`config.mk`:
```
export PLATFORM = sky130hd
export DESIGN_NAME = sdram_activate_column_burst
export DESIGN_NICKNAME = d
export VERILOG_FILES = /design/src/pkg/sdram_col_pkg.sv /design/src/rtl/sdram_activate_column_burst.sv
export VERILOG_INCLUDE_DIRS = /design/src /design/src/pkg
export SDC_FILE = /design/constraint.sdc
export NUM_CORES = 1
export LEC_CHECK = 0
export BUFFER_PORTS_ARGS = -buffer_cell sky130_fd_sc_hd__buf_2
export CELL_PAD_IN_SITES_DETAIL_PLACEMENT = 1
export CELL_PAD_IN_SITES_GLOBAL_PLACEMENT = 2
export CORE_ASPECT_RATIO = 1.75
export CORE_MARGIN = 4
export CORE_UTILIZATION = 43
export CTS_BUF_LIST = sky130_fd_sc_hd__clkbuf_8
export CTS_CLUSTER_SIZE = 20
export DETAILED_ROUTE_END_ITERATION = 8
export PLACE_DENSITY = 0.79
export SLEW_MARGIN = 20
export SYNTH_ARGS = -nofsm -noshare
export SYNTH_HDL_FRONTEND = slang
export SYNTH_SLANG_ARGS = --single-unit
export TNS_END_PERCENT = 10
```
`constraint.sdc`:
```
create_clock -name i_ref_clk -period 3.1 [get_ports i_ref_clk]
set_input_delay 0.155 -clock i_ref_clk [delete_from_list [all_inputs] [get_ports i_ref_clk]]
set_output_delay 0.155 -clock i_ref_clk [all_outputs]
set_load 0.01 [all_outputs]
```
`src/pkg/sdram_col_params.svh`:
```
`ifndef SDRAM_COL_PARAMS_SVH
`define SDRAM_COL_PARAMS_SVH
`define NUM_BANKS 8
`define BANK_W 3
`define ROW_W 16
`define COL_W 10
`define AL_MAX 3'h4
`define AL_W 3
`define CL_W 3
`define BL4_BEATS 4'h4
`define BL8_BEATS 4'h8
`define CCD_MIN_CLK 4'h2
`define SEAM_BL4_CLK 4'h2
`define SEAM_BL8_CLK 4'h4
`define ROW_ZERO 16'h0000
`define COL_ZERO 10'h000
`endif

```
`src/pkg/sdram_col_pkg.sv`:
```
package sdram_col_pkg;
  `include "sdram_col_params.svh"
  typedef enum logic [1:0] {
    CMD_OTHER = 2'b00,
    CMD_ACT = 2'b01,
    CMD_RD = 2'b10,
    CMD_WR = 2'b11
  } cmd_t;
  typedef struct packed {
    logic cs_b;
    logic ras_b;
    logic cas_b;
    logic we_b;
    logic [`BANK_W-1:0] bank;
    logic [`ROW_W-1:0] addr;
  } cmd_bus_t;
  typedef struct packed {
    logic valid;
    logic wr;
    logic [`BANK_W-1:0] bank;
    logic [`ROW_W-1:0] row;
    logic [`COL_W-1:0] col;
  } beat_t;
  typedef enum logic [2:0] {
    ST_IDLE = 3'b001,
    ST_BURST = 3'b010,
    ST_LAST = 3'b100
  } burst_state_t;
endpackage

```
`src/rtl/sdram_activate_column_burst.sv`:
```
`timescale 1ns/1ps
// Functional notes
// - Activate: cs and ras low, cas/we high.
// - Bank bits pick bank, address picks row.
// - Column accepted the clock after activate.
// - Additive latency zero through four supported.
// - Column: ras high, cs/cas low, we picks.
// - Burst wraps inside its aligned column group.
// - Column held internally for additive latency.
// - Read latency AL+CL, write one less.
// - Burst lengths four and eight only.
// - Mode bit selects sequential or interleaved order.
// - Sequential wraps low two bits per nibble.
// - Interleaved offset is start XOR beat.
// - No burst-stop command exists.
// - Full-burst spacing gives seamless bursts.
module sdram_activate_column_burst
  import sdram_col_pkg::*;
#(
  parameter int NUM_BANKS = `NUM_BANKS
) (
  input wire logic i_ref_clk,
  input wire logic i_rst_b,
  input wire cmd_bus_t i_cmd,
  input wire logic [`AL_W-1:0] i_add_lat,
  input wire logic [`CL_W-1:0] i_cas_lat,
  input wire logic i_bl8,
  input wire logic i_interleave,
  output beat_t o_beat,
  output logic [3:0] o_read_lat,
  output logic [3:0] o_write_lat,
  output logic [NUM_BANKS-1:0] o_bank_open,
  output logic o_col_err
);
  // ----------------------------------------------------------------
  // Command decode
  // ----------------------------------------------------------------
  wire cmd_t dec = (i_cmd.cs_b || !i_cmd.cas_b && !i_cmd.ras_b) ? CMD_OTHER :
                   (!i_cmd.ras_b && i_cmd.cas_b && i_cmd.we_b) ? CMD_ACT :
                   (i_cmd.ras_b && !i_cmd.cas_b) ? (i_cmd.we_b ? CMD_RD : CMD_WR) :
                   CMD_OTHER;
  wire is_act = (dec == CMD_ACT);
  wire is_col = (dec == CMD_RD) || (dec == CMD_WR);
  wire [`AL_W-1:0] al_eff = (i_add_lat > `AL_MAX) ? `AL_MAX : i_add_lat;

  // ----------------------------------------------------------------
  // Per-bank open row
  // ----------------------------------------------------------------
  logic [`ROW_W-1:0] open_row [NUM_BANKS];
  genvar gb;
  generate
    for (gb = 0; gb < NUM_BANKS; gb++) begin : g_bank
      wire hit = is_act && (i_cmd.bank == gb[`BANK_W-1:0]);
      always_ff @(posedge i_ref_clk) begin
        if (!i_rst_b) begin
          open_row[gb] <= `ROW_ZERO;
          o_bank_open[gb] <= 1'b0;
        end else if (hit) begin
          open_row[gb] <= i_cmd.addr;
          o_bank_open[gb] <= 1'b1;
        end
      end
    end
  endgenerate

  // Column to a closed bank is flagged; the cycle after activate already counts as open
  wire col_closed = is_col && !(o_bank_open[i_cmd.bank]);
  always_ff @(posedge i_ref_clk) begin
    if (!i_rst_b) o_col_err <= 1'b0;
    else o_col_err <= col_closed;
  end

  // ----------------------------------------------------------------
  // Posted column delay line, depth AL_MAX
  // ----------------------------------------------------------------
  // Shift line costs a few registers but lets back-to-back posted commands coexist
  beat_t post_q [`AL_MAX+1];
  beat_t col_in;
  always_comb begin
    col_in.valid = is_col && !col_closed;
    col_in.wr = (dec == CMD_WR);
    col_in.bank = i_cmd.bank;
    col_in.row = open_row[i_cmd.bank];
    col_in.col = i_cmd.addr[`COL_W-1:0];
  end
  assign post_q[0] = col_in;
  genvar gp;
  generate
    for (gp = 1; gp <= `AL_MAX; gp++) begin : g_post
      always_ff @(posedge i_ref_clk) begin
        if (!i_rst_b) post_q[gp] <= '0;
        else post_q[gp] <= post_q[gp-1];
      end
    end
  endgenerate
  wire beat_t issued = post_q[al_eff];

  assign o_read_lat = {1'b0, al_eff} + {1'b0, i_cas_lat};
  assign o_write_lat = o_read_lat - 4'h1;

  // ----------------------------------------------------------------
  // Burst sequencer
  // ----------------------------------------------------------------
  burst_state_t state;
  burst_state_t next_state;
  logic [2:0] start;
  logic [2:0] beat;
  logic [2:0] next_beat;
  logic [`COL_W-1:0] base;
  logic cur_wr;
  logic [`BANK_W-1:0] cur_bank;
  logic [`ROW_W-1:0] cur_row;
  wire [3:0] beats = i_bl8 ? `BL8_BEATS : `BL4_BEATS;
  wire [2:0] last_beat = 3'(beats - 4'h1);
  // Any read or write command to an open bank replaces running burst once issued; no stop command exists
  wire take = issued.valid;
  wire [2:0] seq_off = {start[2] ^ beat[2], 2'(start[1:0] + beat[1:0])};
  wire [2:0] ilv_off = start ^ beat;
  wire [2:0] off = i_interleave ? ilv_off : seq_off;
  wire [2:0] off_m = i_bl8 ? off : {start[2], off[1:0]};

  always_comb begin
    next_state = state;
    next_beat = beat;
    case (state)
      ST_IDLE: begin
        next_beat = 3'h0;
      end
      ST_BURST, ST_LAST: begin
        next_beat = beat + 3'h1;
        next_state = (next_beat == last_beat) ? ST_LAST : ST_BURST;
        if (state == ST_LAST) next_state = ST_IDLE;
      end
      default: next_state = ST_IDLE;
    endcase
    if (take) begin
      next_state = ST_BURST;
      next_beat = 3'h0;
    end
  end

  always_ff @(posedge i_ref_clk) begin
    if (!i_rst_b) begin
      state <= ST_IDLE;
      beat <= 3'h0;
      start <= 3'h0;
      base <= `COL_ZERO;
      cur_wr <= 1'b0;
      cur_bank <= '0;
      cur_row <= `ROW_ZERO;
    end else begin
      state <= next_state;
      beat <= next_beat;
      if (take) begin
        start <= issued.col[2:0];
        base <= issued.col;
        cur_wr <= issued.wr;
        cur_bank <= issued.bank;
        cur_row <= issued.row;
      end
    end
  end

  always_ff @(posedge i_ref_clk) begin
    if (!i_rst_b) o_beat <= '0;
    else begin
      o_beat.valid <= (state != ST_IDLE);
      o_beat.wr <= cur_wr;
      o_beat.bank <= cur_bank;
      o_beat.row <= cur_row;
      o_beat.col <= {base[`COL_W-1:3], off_m};
    end
  end

  // ----------------------------------------------------------------
  // Checks
  // ----------------------------------------------------------------
  property p_act_opens;
    @(posedge i_ref_clk) disable iff (!i_rst_b)
    is_act |=> o_bank_open[$past(i_cmd.bank)];
  endproperty
  a_act_opens: assert property (p_act_opens) else $error("bank not open after activate");

  property p_col_after_act;
    @(posedge i_ref_clk) disable iff (!i_rst_b)
    is_act ##1 (is_col && i_cmd.bank == $past(i_cmd.bank)) |=> !o_col_err;
  endproperty
  a_col_after_act: assert property (p_col_after_act) else $error("column refused after activate");

  property p_al_delay;
    @(posedge i_ref_clk) disable iff (!i_rst_b)
    (is_col && !col_closed && i_add_lat == 3'h2) ##1 (i_add_lat == 3'h2) |-> ##1 issued.valid;
  endproperty
  a_al_delay: assert property (p_al_delay) else $error("posted command not issued after AL");

  property p_wl;
    @(posedge i_ref_clk) disable iff (!i_rst_b)
    o_write_lat + 4'h1 == o_read_lat;
  endproperty
  a_wl: assert property (p_wl) else $error("write latency mismatch");

  property p_group;
    @(posedge i_ref_clk) disable iff (!i_rst_b)
    (state != ST_IDLE) |=> o_beat.col[`COL_W-1:3] == $past(base[`COL_W-1:3]);
  endproperty
  a_group: assert property (p_group) else $error("burst left its group");

  property p_bl4_len;
    @(posedge i_ref_clk) disable iff (!i_rst_b)
    (take && !i_bl8) ##1 (!take && !i_bl8) [*4] |=> state == ST_IDLE;
  endproperty
  a_bl4_len: assert property (p_bl4_len) else $error("four-beat burst wrong length");

  property p_ilv;
    @(posedge i_ref_clk) disable iff (!i_rst_b)
    (state != ST_IDLE && i_interleave && i_bl8) |=> o_beat.col[2:0] == ($past(start) ^ $past(beat));
  endproperty
  a_ilv: assert property (p_ilv) else $error("interleave order wrong");

  property p_seq;
    @(posedge i_ref_clk) disable iff (!i_rst_b)
    (state != ST_IDLE && !i_interleave) |=> o_beat.col[1:0] == 2'($past(start[1:0]) + $past(beat[1:0]));
  endproperty
  a_seq: assert property (p_seq) else $error("sequential order wrong");

  property p_seamless;
    @(posedge i_ref_clk) disable iff (!i_rst_b)
    (state == ST_LAST && take) |=> state == ST_BURST ##1 o_beat.valid;
  endproperty
  a_seamless: assert property (p_seamless) else $error("gap in seamless burst");

  // ----------------------------------------------------------------
  // Decode, bank, latency and burst checks
  // ----------------------------------------------------------------
  property p_row_kept;
    @(posedge i_ref_clk) disable iff (!i_rst_b)
    is_act |=> open_row[$past(i_cmd.bank)] == $past(i_cmd.addr);
  endproperty
  a_row_kept: assert property (p_row_kept) else $error("row not latched on activate");

  property p_closed_err;
    @(posedge i_ref_clk) disable iff (!i_rst_b)
    (!i_cmd.cs_b && i_cmd.ras_b && !i_cmd.cas_b && !o_bank_open[i_cmd.bank]) |=> o_col_err;
  endproperty
  a_closed_err: assert property (p_closed_err) else $error("column to closed bank not flagged");

  // A dropped command must never reach the posting line, whatever the latency
  property p_closed_drop;
    @(posedge i_ref_clk) disable iff (!i_rst_b)
    col_closed |=> !post_q[1].valid;
  endproperty
  a_closed_drop: assert property (p_closed_drop) else $error("column to closed bank was posted");

  property p_col_type;
    @(posedge i_ref_clk) disable iff (!i_rst_b)
    (is_col && !col_closed && al_eff == '0) |=> cur_wr == !$past(i_cmd.we_b);
  endproperty
  a_col_type: assert property (p_col_type) else $error("read or write type lost");

  property p_rl;
    @(posedge i_ref_clk) disable iff (!i_rst_b)
    (i_add_lat <= `AL_MAX) |-> o_read_lat == 4'(i_add_lat) + 4'(i_cas_lat);
  endproperty
  a_rl: assert property (p_rl) else $error("read latency is not additive plus column latency");

  property p_bl8_len;
    @(posedge i_ref_clk) disable iff (!i_rst_b)
    (take && i_bl8) ##1 (!take && i_bl8) [*8] |=> state == ST_IDLE;
  endproperty
  a_bl8_len: assert property (p_bl8_len) else $error("eight-beat burst wrong length");

  property p_bl4_group;
    @(posedge i_ref_clk) disable iff (!i_rst_b)
    (state != ST_IDLE && !i_bl8) |=> o_beat.col[2] == $past(start[2]);
  endproperty
  a_bl4_group: assert property (p_bl4_group) else $error("four-beat burst left its group");

  property p_idle_quiet;
    @(posedge i_ref_clk) disable iff (!i_rst_b)
    (state == ST_IDLE) |=> !o_beat.valid;
  endproperty
  a_idle_quiet: assert property (p_idle_quiet) else $error("beat shown outside a burst");

  property p_beat_row;
    @(posedge i_ref_clk) disable iff (!i_rst_b)
    (state != ST_IDLE) |=> o_beat.row == $past(cur_row) && o_beat.bank == $past(cur_bank);
  endproperty
  a_beat_row: assert property (p_beat_row) else $error("beat bank or row wrong");

  c_act: cover property (@(posedge i_ref_clk) disable iff (!i_rst_b) is_act ##1 is_col);
  c_bl8: cover property (@(posedge i_ref_clk) disable iff (!i_rst_b) take && i_bl8);
  c_seam: cover property (@(posedge i_ref_clk) disable iff (!i_rst_b) state == ST_LAST && take);
  c_intr: cover property (@(posedge i_ref_clk) disable iff (!i_rst_b) state == ST_BURST && take);
  c_bl4_ilv: cover property (@(posedge i_ref_clk) disable iff (!i_rst_b) take && !i_bl8 && i_interleave);
endmodule

```
==> summary.txt, run 1 <==
synth warn -> 0
IO Pins -> 81
die area -> 33700 sq um
vias in the first global route -> 9532
placed cells -> 1542
post-route ant nets -> 0
port buffer count -> 80
All-Layer GR Usage -> 0.204
Syn Std Cell Area -> 13200 sq um
Top FF cell, synth -> dfxtp_1
Sum Neg Setup Slack -> 0 ns
Psw -> 2150 uW
worst slew pin tran -> 0.952 ns
Synth top area share -> 0.303
Initial Util -> 0.438
PwrDens -> 588 nW/um^2
largest net degree at the start of global routing -> 89
CTS clock-pin slew for the worst setup and hold paths -> 0.06 ns
Ant. Diodes -> 0
fmax -> 0.416 GHz
Pint -> 6650 uW
Worst EP required -> 2.94 ns
routed len/inst -> 21.1 um
routability cong. -> 0.824
Max transition margin -> 0.364
min cycle time layout -> 2.40 ns
endpoints failing hold -> 0
clock sinks -> 328
initial antenna violation count -> 0
first-pass GRT wire length -> 54000 um
placed cell area -> 14000 sq um
leakage -> 0.00587 uW
clock tree from TritonCTS -> yes
root buffer cell -> clkbuf_8
Fillers -> 3236
sequential power share -> 0.540
Peak VDD IR -> 0.331 mV
met3 usage -> 0.0348
final instance area -> 15000 sq um
final WL -> 34400 um
via count -> 8995
async set-reset flop share out of synthesis -> 0
num rows -> 84
register area share after synthesis -> 0.594
HP Class -> input pin to flop
Distinct cells, synth -> 59
FF+latch count, synth -> 328
GR peak layer -> met2
maxcap violations -> 0
outcome -> completed
H-tree depth -> 2
RSZ-0062 raised after global routing -> false
Final Max Slew Viols -> 0
fin cells -> 1632
skew final -> 0.0135 ns
core area -> 30200 sq um
critical path peak fanout -> 19
WP data arrival -> 2.25 ns
crit path kind -> input pin to output port
Post-Syn Area per Cell -> 11.7 sq um
number of synthesized flops with an enable pin -> 128
dominant cells by area after synthesis -> dfxtp_1 (30%), edfxtp_1 (29%), and2_1 (5.7%), nor2_1 (4.3%), mux2_2 (4.1%)
worst skew pair latency -> 0.57 ns
CTS Buffer Depth -> 3
vias per inst -> 5.51
detailed placement HPWL -> 23800 um
layout cells sized above 1 -> 0.218
1st-iter DRT viols -> 487
sw frac -> 0.244
die width -> 140 um
commonest non-fill, non-tap cell in the layout -> dfxtp_1
most frequent cells in the layout -> dfxtp_1 (200), nor2_1 (152), edfxtp_1 (128), and2_1 (120), buf_2 (79)
Clk pwr share -> 0.371
crit end category -> output port
nets@finish -> 1250
Comb power frac -> 0.089
layout overhead on the synthesized area -> 13.2%
DR pass1 iterations -> 5
setup violators final -> 0
GR met1 Demand/Resource -> 0.235
GR Util met2 -> 0.367
Mapped Nets -> 1168
cts bufs inserted -> 48
drt drc -> 0
grt ovf -> 0
critical path launch point type -> input pin
Tcrit/Tclk final -> 0.775
Tot Pwr -> 8800 uW
Die H -> 240 um
Mapped Cells -> 1127
top cell type by total area after synthesis -> dfxtp_1
layout make-up:
class | instances | area, sq um | area share
clock buffer | 57 | 785 | 0.0525
clock inverter | 29 | 115 | 0.00770
inverter | 30 | 113 | 0.00753
multi-input combinational | 680 | 4860 | 0.325
sequential | 328 | 7850 | 0.525
tap | 387 | 484 | 0.0324
timing repair buffer | 121 | 746 | 0.0499
Yosys cell counts (all sizes together) (3+ instances only):
cell     number
dfxtp       200
nor2        152
edfxtp      128
and2        120
clkbuf       60
mux2         53
nand2        38
mux2i        30
buf          29
inv          29
a221oi       27
a221o        23
a21oi        22
o21ai        21
o22ai        19
a211o        16
a311oi       15
a211oi       14
and3b        11
a22oi        10
nor2b        10
a21o          9
a2111oi       8
nand2b        8
ha            7
o211ai        7
xor2          7
a2bb2oi       6
o21ba         5
o221ai        5
o22a          5
mux4          4
a2111o        3
a22o          3
or2           3
power groups by stage:
| stage | Clock (uW) | Sequential [uW] | Combinational, uW |
|---|---|---|---|
| after CTS | 3370 | 4750 | 796 |
| after detailed placement | 0 | 4850 | 786 |
| final | 3260 | 4750 | 784 |
| after floorplan | 0 | 4820 | 519 |
| after global placement | 0 | 4840 | 774 |
| after global routing | 3570 | 4770 | 855 |
layer usage:
layer,vias up,wire length (um)
met5,-,0
met4,0,1570
met3,84,1310
met2,185,17800
met1,4507,13700
li1,4219,-
metrics by stage:
step	hold slack, ns	util	setup WS (ns)
floorplan	0.227	-	0.803
global placement	0.422	0.465	0.658
detailed placement	0.416	0.465	0.609
CTS	0.0321	0.496	0.685
global route	0.0648	0.496	0.544
finish	0.0500	0.496	0.697
registers in the layout (all words and copies together), names as in the netlist:
name / count
base: 8
beat: 3
cur_bank: 3
cur_row: 16
cur_wr: 1
o_bank_open: 8
o_beat: 31
o_col_err: 1
open_row: 128
post_q: 124
start: 2
state: 3
kinds of logic (layout without fill, tap and decap cells):
family,Yosys count,after routing,synth area share
adder cells (fa/ha/maj),8,8,0.00815
XOR/XNOR,9,9,0.00597
AO/OA/AOI/OAI,223,223,0.145
buffers and inverters,119,237,0.0379
AND/OR/NAND/NOR,353,353,0.134
flip-flops,328,328,0.594
multiplexers,87,87,0.0747
worst max-delay path: stages:
cell and delay [ns]:
buf_2 0.43, clkinv_1 0.15, buf_4 0.21, nor2_1 0.24, fa_1 0.50, nor3_1 0.23
xor2_1 0.17, buf_2 0.15
what timing repair did:
action | 4_1_cts | 5_1_grt
endpoints found under the setup margin | 0 | 0
gates resized for setup | 0 | 0
hold buffers | 4 | 0
hold endpoints to repair | 4 | 0
setup buffers | 0 | 0
worst paths after layout:
kind | slack, ns | startpoint | cells past startpoint | endpoint
min reg2reg | 0.43 | cur_wr | 2 | o_beat[29]
min | 0.05 | i_cmd[2] | 3 | post_q[95]
max reg2reg | 0.80 | o_bank_open[6] | 5 | cur_row[2]
max | 0.70 | i_add_lat[1] | 8 | o_write_lat[3]
(Power assumes the default switching activity.)
==> inputs of run 2 (changes only) <==
==> constraint.sdc (replaced) <==
create_clock -name i_ref_clk -period 2.27 [get_ports i_ref_clk]
set_input_delay 0.1135 -clock i_ref_clk [delete_from_list [all_inputs] [get_ports i_ref_clk]]
set_output_delay 0.1135 -clock i_ref_clk [all_outputs]
set_load 0.01 [all_outputs]
==> run 2 against run 1 <==
Sequential cell count stayed put; utilization is 0.97 points higher; global-route usage is 0.86 points higher.
==> summary.txt, run 2 (same netlist as run 1, synthesis figures left out) <==
clock sinks -> 328 (unchanged)
CTS Buffer Depth -> 3 (unchanged)
root buffer cell -> clkbuf_8
Sum Neg Setup Slack -> 0 ns (unchanged)
crit end category -> output port
die area -> 33700 sq um (unchanged)
post-route ant nets -> 0 (unchanged)
skew final -> 0.0233 ns (+0.00976 ns)
GR met1 Demand/Resource -> 0.241 (+0.00661)
PwrDens -> 786 nW/um^2 (+34%)
routability cong. -> 0.802 (-2.7%)
setup violators final -> 0 (unchanged)
endpoints failing hold -> 0 (unchanged)
critical-path cell with the highest stage delay -> fa_1
vias per inst -> 5.50 (-0.17%)
Final Util -> 0.505 (+0.00971)
Largest stage delay, worst path -> 0.42 ns (-0.08 ns)
first-pass GRT wire length -> 56000 um (+3.8%)
initial antenna violation count -> 1 (+1)
grt ovf -> 0 (unchanged)
CP Buf/Inv Count -> 3 (-1)
largest net degree at the start of global routing -> 85 (-4.5%)
Tcrit/Tclk final -> 0.907
detailed placement HPWL -> 25100 um (+5.6%)
commonest non-fill, non-tap cell in the layout -> dfxtp_1
RSZ-0062 raised after global routing -> false
layout cells sized above 1 -> 0.233 (+0.0147)
clock tree from TritonCTS -> yes
HP Class -> input pin to flop
leakage -> 0.00603 uW (+2.8%)
drt drc -> 0 (unchanged)
port buffer count -> 80 (unchanged)
final WL -> 35800 um (+4.0%)
cts bufs inserted -> 50 (+4.2%)
Top Registers -> open_row (128), post_q (124), o_beat (31)
Initial Util -> 0.438 (unchanged)
flip-flop count of the largest register after layout -> 128 (unchanged)
IO Pins -> 81 (unchanged)
worst-path cell chain -> buf_2 > nand2b_1 > inv_1 > ha_1 > fa_1 > xor2_1 > nor3_1 > xor2_1 > buf_2
WP data arrival -> 1.94 ns (-0.31 ns)
final instance area -> 15200 sq um (+2.0%)
num rows -> 84 (unchanged)
Final WS setup -> 0.212 ns (-0.485 ns)
CP delay by family, top -> adder cells
Peak VDD IR -> 0.424 mV (+28%)
largest register by flop count -> open_row
met3 usage -> 0.0304 (-0.00438)
min cycle time layout -> 2.06 ns
die width -> 140 um (unchanged)
fmax -> 0.486 GHz
hold slack -> 0.0455 ns (-0.00452 ns)
CTS resizes -> 0 (unchanged)
routed len/inst -> 21.5 um (+2.1%)
nets@finish -> 1284 (+2.7%)
via count -> 9145 (+1.7%)
worst slew pin tran -> 0.516 ns (-0.436 ns)
Die H -> 240 um (unchanged)
critical path launch point type -> input pin
Worst EP required -> 2.16 ns (-0.78 ns)
DR pass1 iterations -> 5 (unchanged)
1st-iter DRT viols -> 473 (-2.9%)
All-Layer GR Usage -> 0.213 (+0.00864)
CTS clock-pin slew for the worst setup and hold paths -> 0.06 ns (about the same)
vias in the first global route -> 9833 (+3.2%)
outcome -> completed
maxcap violations -> 0 (unchanged)
Max transition margin -> 0.646 (+0.282)
core area -> 30200 sq um (unchanged)
H-tree depth -> 2 (unchanged)
Place WS -> 0.170 ns (-0.439 ns)
GR peak layer -> met2
layout overhead on the synthesized area -> 15.4%
worst skew pair latency -> 0.59 ns (+0.02 ns)
crit path kind -> input pin to output port
placed cell area -> 14300 sq um (+2.0%)
most frequent cells in the layout -> dfxtp_1 (200), nor2_1 (152), edfxtp_1 (128), and2_1 (120), buf_2 (79)
Final Max Slew Viols -> 0 (unchanged)
critical path peak fanout -> 12 (-7)
GR Util met2 -> 0.398 (+0.0313)
-- run 2: cell count changes in the layout (fill, tap and decap cells not counted) --
cell           before  now
buf_4              36   57
buf_12              2    8
dlygate4sd3_1       4    9
clkinv_1            7    3
clkbuf_8           57   54
inv_1              46   49
clkinvlp_4          0    1
diode_2             0    1
-- run 2: area by class of cell --
type | count | area (sq um)
Fill cell | 3219 | 14900
Antenna cell | 1 | 2.50
Clock buffer | 54 | 743
Multi-Input combinational cell | 680 | 4860
Clock inverter | 29 | 119
Timing Repair Buffer | 153 | 1070
Inverter | 30 | 113
Tap cell | 387 | 484
Sequential cell | 328 | 7850
-- run 2: metrics by stage --
stage                     std cells  total power (uW)
after floorplan                1127              7300
after global placement         1569              7700
after detailed placement       1569              7740
after CTS                      1661             12100
after global routing           1662             12500
final                          1662             12000
-- run 2: worst paths after layout --
path                  start              to  slack, ns  depth (start not counted)
max            i_add_lat[2]  o_write_lat[3]       0.21                          9
min                i_cmd[6]      post_q[99]       0.05                          3
max reg2reg  o_bank_open[2]        state[1]       0.23                          5
min reg2reg     post_q[101]      post_q[70]       0.43                          1
-- run 2: routing by layer --
layer,vias to the layer above,share of wire
met1,4606,0.39
li1,4289,-
met2,187,0.54
met5,-,0
met4,0,0.034
met3,63,0.034
-- run 2: what timing repair did --
action,CTS,global route
endpoints found under the hold margin,26,0
hold buffers,9,0
setup buffers,0,0
-- run 2: worst reg2reg max path: cells and delay by family, from the launching register on --
family	cells	cell delay, ns
AO/OA/AOI/OAI	2	0.57
buffers and inverters	1	0.18
flip-flops	1	0.32
multiplexers	2	0.86
-- run 2: report_power, final --
group	internal [uW]	switching [uW]	total [uW]
Clock	2160	2210	4370
Sequential	6390	103	6490
Combinational	463	663	1130
Total	9010	2980	12000
==> inputs of run 3 (changes only) <==
--- a/config.mk
+++ b/config.mk
@@ -16,6 +16,7 @@
 export CTS_CLUSTER_SIZE = 20
 export DETAILED_ROUTE_END_ITERATION = 8
 export PLACE_DENSITY = 0.79
+export RECOVER_POWER = 25
 export SLEW_MARGIN = 20
 export SYNTH_ARGS = -nofsm -noshare
 export SYNTH_HDL_FRONTEND = slang
==> run 3 against run 2 <==
Global-route usage unchanged; worst setup slack about the same; largest power group unchanged; cell area about the same; largest cell class unchanged; utilization about the same; hold slack about the same; first-iteration DRC count decreased by 1.3%; sequential cell count unchanged.
==> summary.txt, run 3 (same netlist as run 1, synthesis figures left out) <==
Peak VDD IR -> 0.422 mV (-0.52%)
routed len/inst -> 21.5 um (-0.20%)
critical path launch point type -> input pin
crit path kind -> input pin to output port
setup violators final -> 0 (unchanged)
Max transition margin -> 0.558 (-0.0878)
critical path peak fanout -> 12 (unchanged)
maxcap violations -> 0 (unchanged)
post-route ant nets -> 0 (unchanged)
initial antenna violation count -> 1 (unchanged)
largest net degree at the start of global routing -> 85 (unchanged)
HP Class -> input pin to flop
most frequent cells in the layout -> dfxtp_1 (200), nor2_1 (152), edfxtp_1 (128), and2_1 (90), buf_2 (79)
CTS clock-pin slew for the worst setup and hold paths -> 0.06 ns (about the same)
All-Layer GR Usage -> 0.213 (unchanged)
reg2reg path depth -> 5 (unchanged)
leakage -> 0.00600 uW (-0.51%)
worst skew pair latency -> 0.59 ns (about the same)
drt drc -> 0 (unchanged)
nets@finish -> 1284 (unchanged)
fmax -> 0.486 GHz (about the same)
outcome -> completed
DR pass1 iterations -> 5 (unchanged)
layout cells sized above 1 -> 0.232 (-0.00157)
first-pass GRT wire length -> 56000 um (unchanged)
flip-flop count of the largest register after layout -> 128 (unchanged)
min cycle time layout -> 2.06 ns (+0.000318 ns)
worst slew pin tran -> 0.663 ns (+0.146 ns)
cts bufs inserted -> 50 (unchanged)
fin cells -> 1662 (unchanged)
Sum Neg Setup Slack -> 0 ns (unchanged)
die width -> 140 um (unchanged)
detailed placement HPWL -> 25100 um (unchanged)
worst hold stages -> 3 (unchanged)
commonest non-fill, non-tap cell in the layout -> dfxtp_1
vias in the first global route -> 9833 (unchanged)
num rows -> 84 (unchanged)
port buffer count -> 80 (unchanged)
CTS Buffer Depth -> 3 (unchanged)
die area -> 33700 sq um (unchanged)
clock tree from TritonCTS -> yes
largest register by flop count -> open_row
root buffer cell -> clkbuf_8
clock sinks -> 328 (unchanged)
Top Registers -> open_row (128), post_q (124), o_beat (31)
routability cong. -> 0.802 (unchanged)
1st-iter DRT viols -> 467 (-1.3%)
skew final -> 0.0205 ns (-0.00277 ns)
H-tree depth -> 2 (unchanged)
Final Util -> 0.505 (about the same)
layout overhead on the synthesized area -> 15.4% (about the same)
Initial Util -> 0.438 (unchanged)
RSZ-0062 raised after global routing -> false
core area -> 30200 sq um (unchanged)
endpoints failing hold -> 0 (unchanged)
PwrDens -> 786 nW/um^2 (about the same)
Die H -> 240 um (unchanged)
hold slack -> 0.0450 ns (-0.000479 ns)
vias per inst -> 5.50 (about the same)
IO Pins -> 81 (unchanged)
via count -> 9147 (+0.022%)
CTS resizes -> 0 (unchanged)
WP data arrival -> 1.94 ns (about the same)
Final Max Slew Viols -> 0 (unchanged)
Tcrit/Tclk final -> 0.907 (about the same)
placed cells -> 1569 (unchanged)
grt ovf -> 0 (unchanged)
crit end category -> output port
final WL -> 35700 um (-0.20%)
Worst EP required -> 2.16 ns (about the same)
run 3: cell type report:
cell class	count	area, sq um
diodes	1	2.50
inverters	30	113
multi-input cells	680	4860
fillers	3220	14900
clock inverters	29	119
clock buffers	54	743
repair buffers	153	1070
flip-flops and latches	328	7850
well taps	387	484
run 3: per-stage QoR:
stage / area, sq um / setup WS [ns] / power [uW]
finish: 15200 / 0.212 / 12000
global route: 15200 / 0.107 / 12500
CTS: 15200 / 0.213 / 12100
detailed placement: 14300 / 0.170 / 7740
global placement: 14300 / 0.207 / 7700
floorplan: 13200 / 0.0148 / 7300
run 3: worst paths after layout:
path	to	start	slack [ns]
worst max-delay path	o_write_lat[3]	i_add_lat[2]	0.21
worst min-delay path	post_q[99]	i_cmd[6]	0.05
worst max register to register	state[1]	o_bank_open[2]	0.24
worst min register to register	post_q[70]	post_q[101]	0.43
run 3: where the power goes:
group | internal, uW | total (uW) | switching [uW]
combinational | 461 | 1120 | 663
sequential | 6390 | 6490 | 103
clock | 2160 | 4370 | 2210
run 3: repair_timing:
| item | 4_1_cts | 5_1_grt |
|---|---|---|
| buffers inserted | 0 | 0 |
| hold buffers | 9 | 0 |
| endpoints found under the hold margin | 26 | 0 |
run 3: critical path: stages:
cell      delay [ns]
buf_2           0.25
nand2b_1        0.17
inv_1           0.07
ha_1            0.22
fa_1            0.42
xor2_1          0.21
nor3_1          0.18
xor2_1          0.16
buf_2           0.14
run 3: routing by layer:
layer  vias up  track usage  wire length (um)
li1       4286            -                 -
met1      4612        0.241             13900
met2       183        0.398             19300
met3        66       0.0304              1250
met4         0       0.0849              1260
met5         -            0                 0
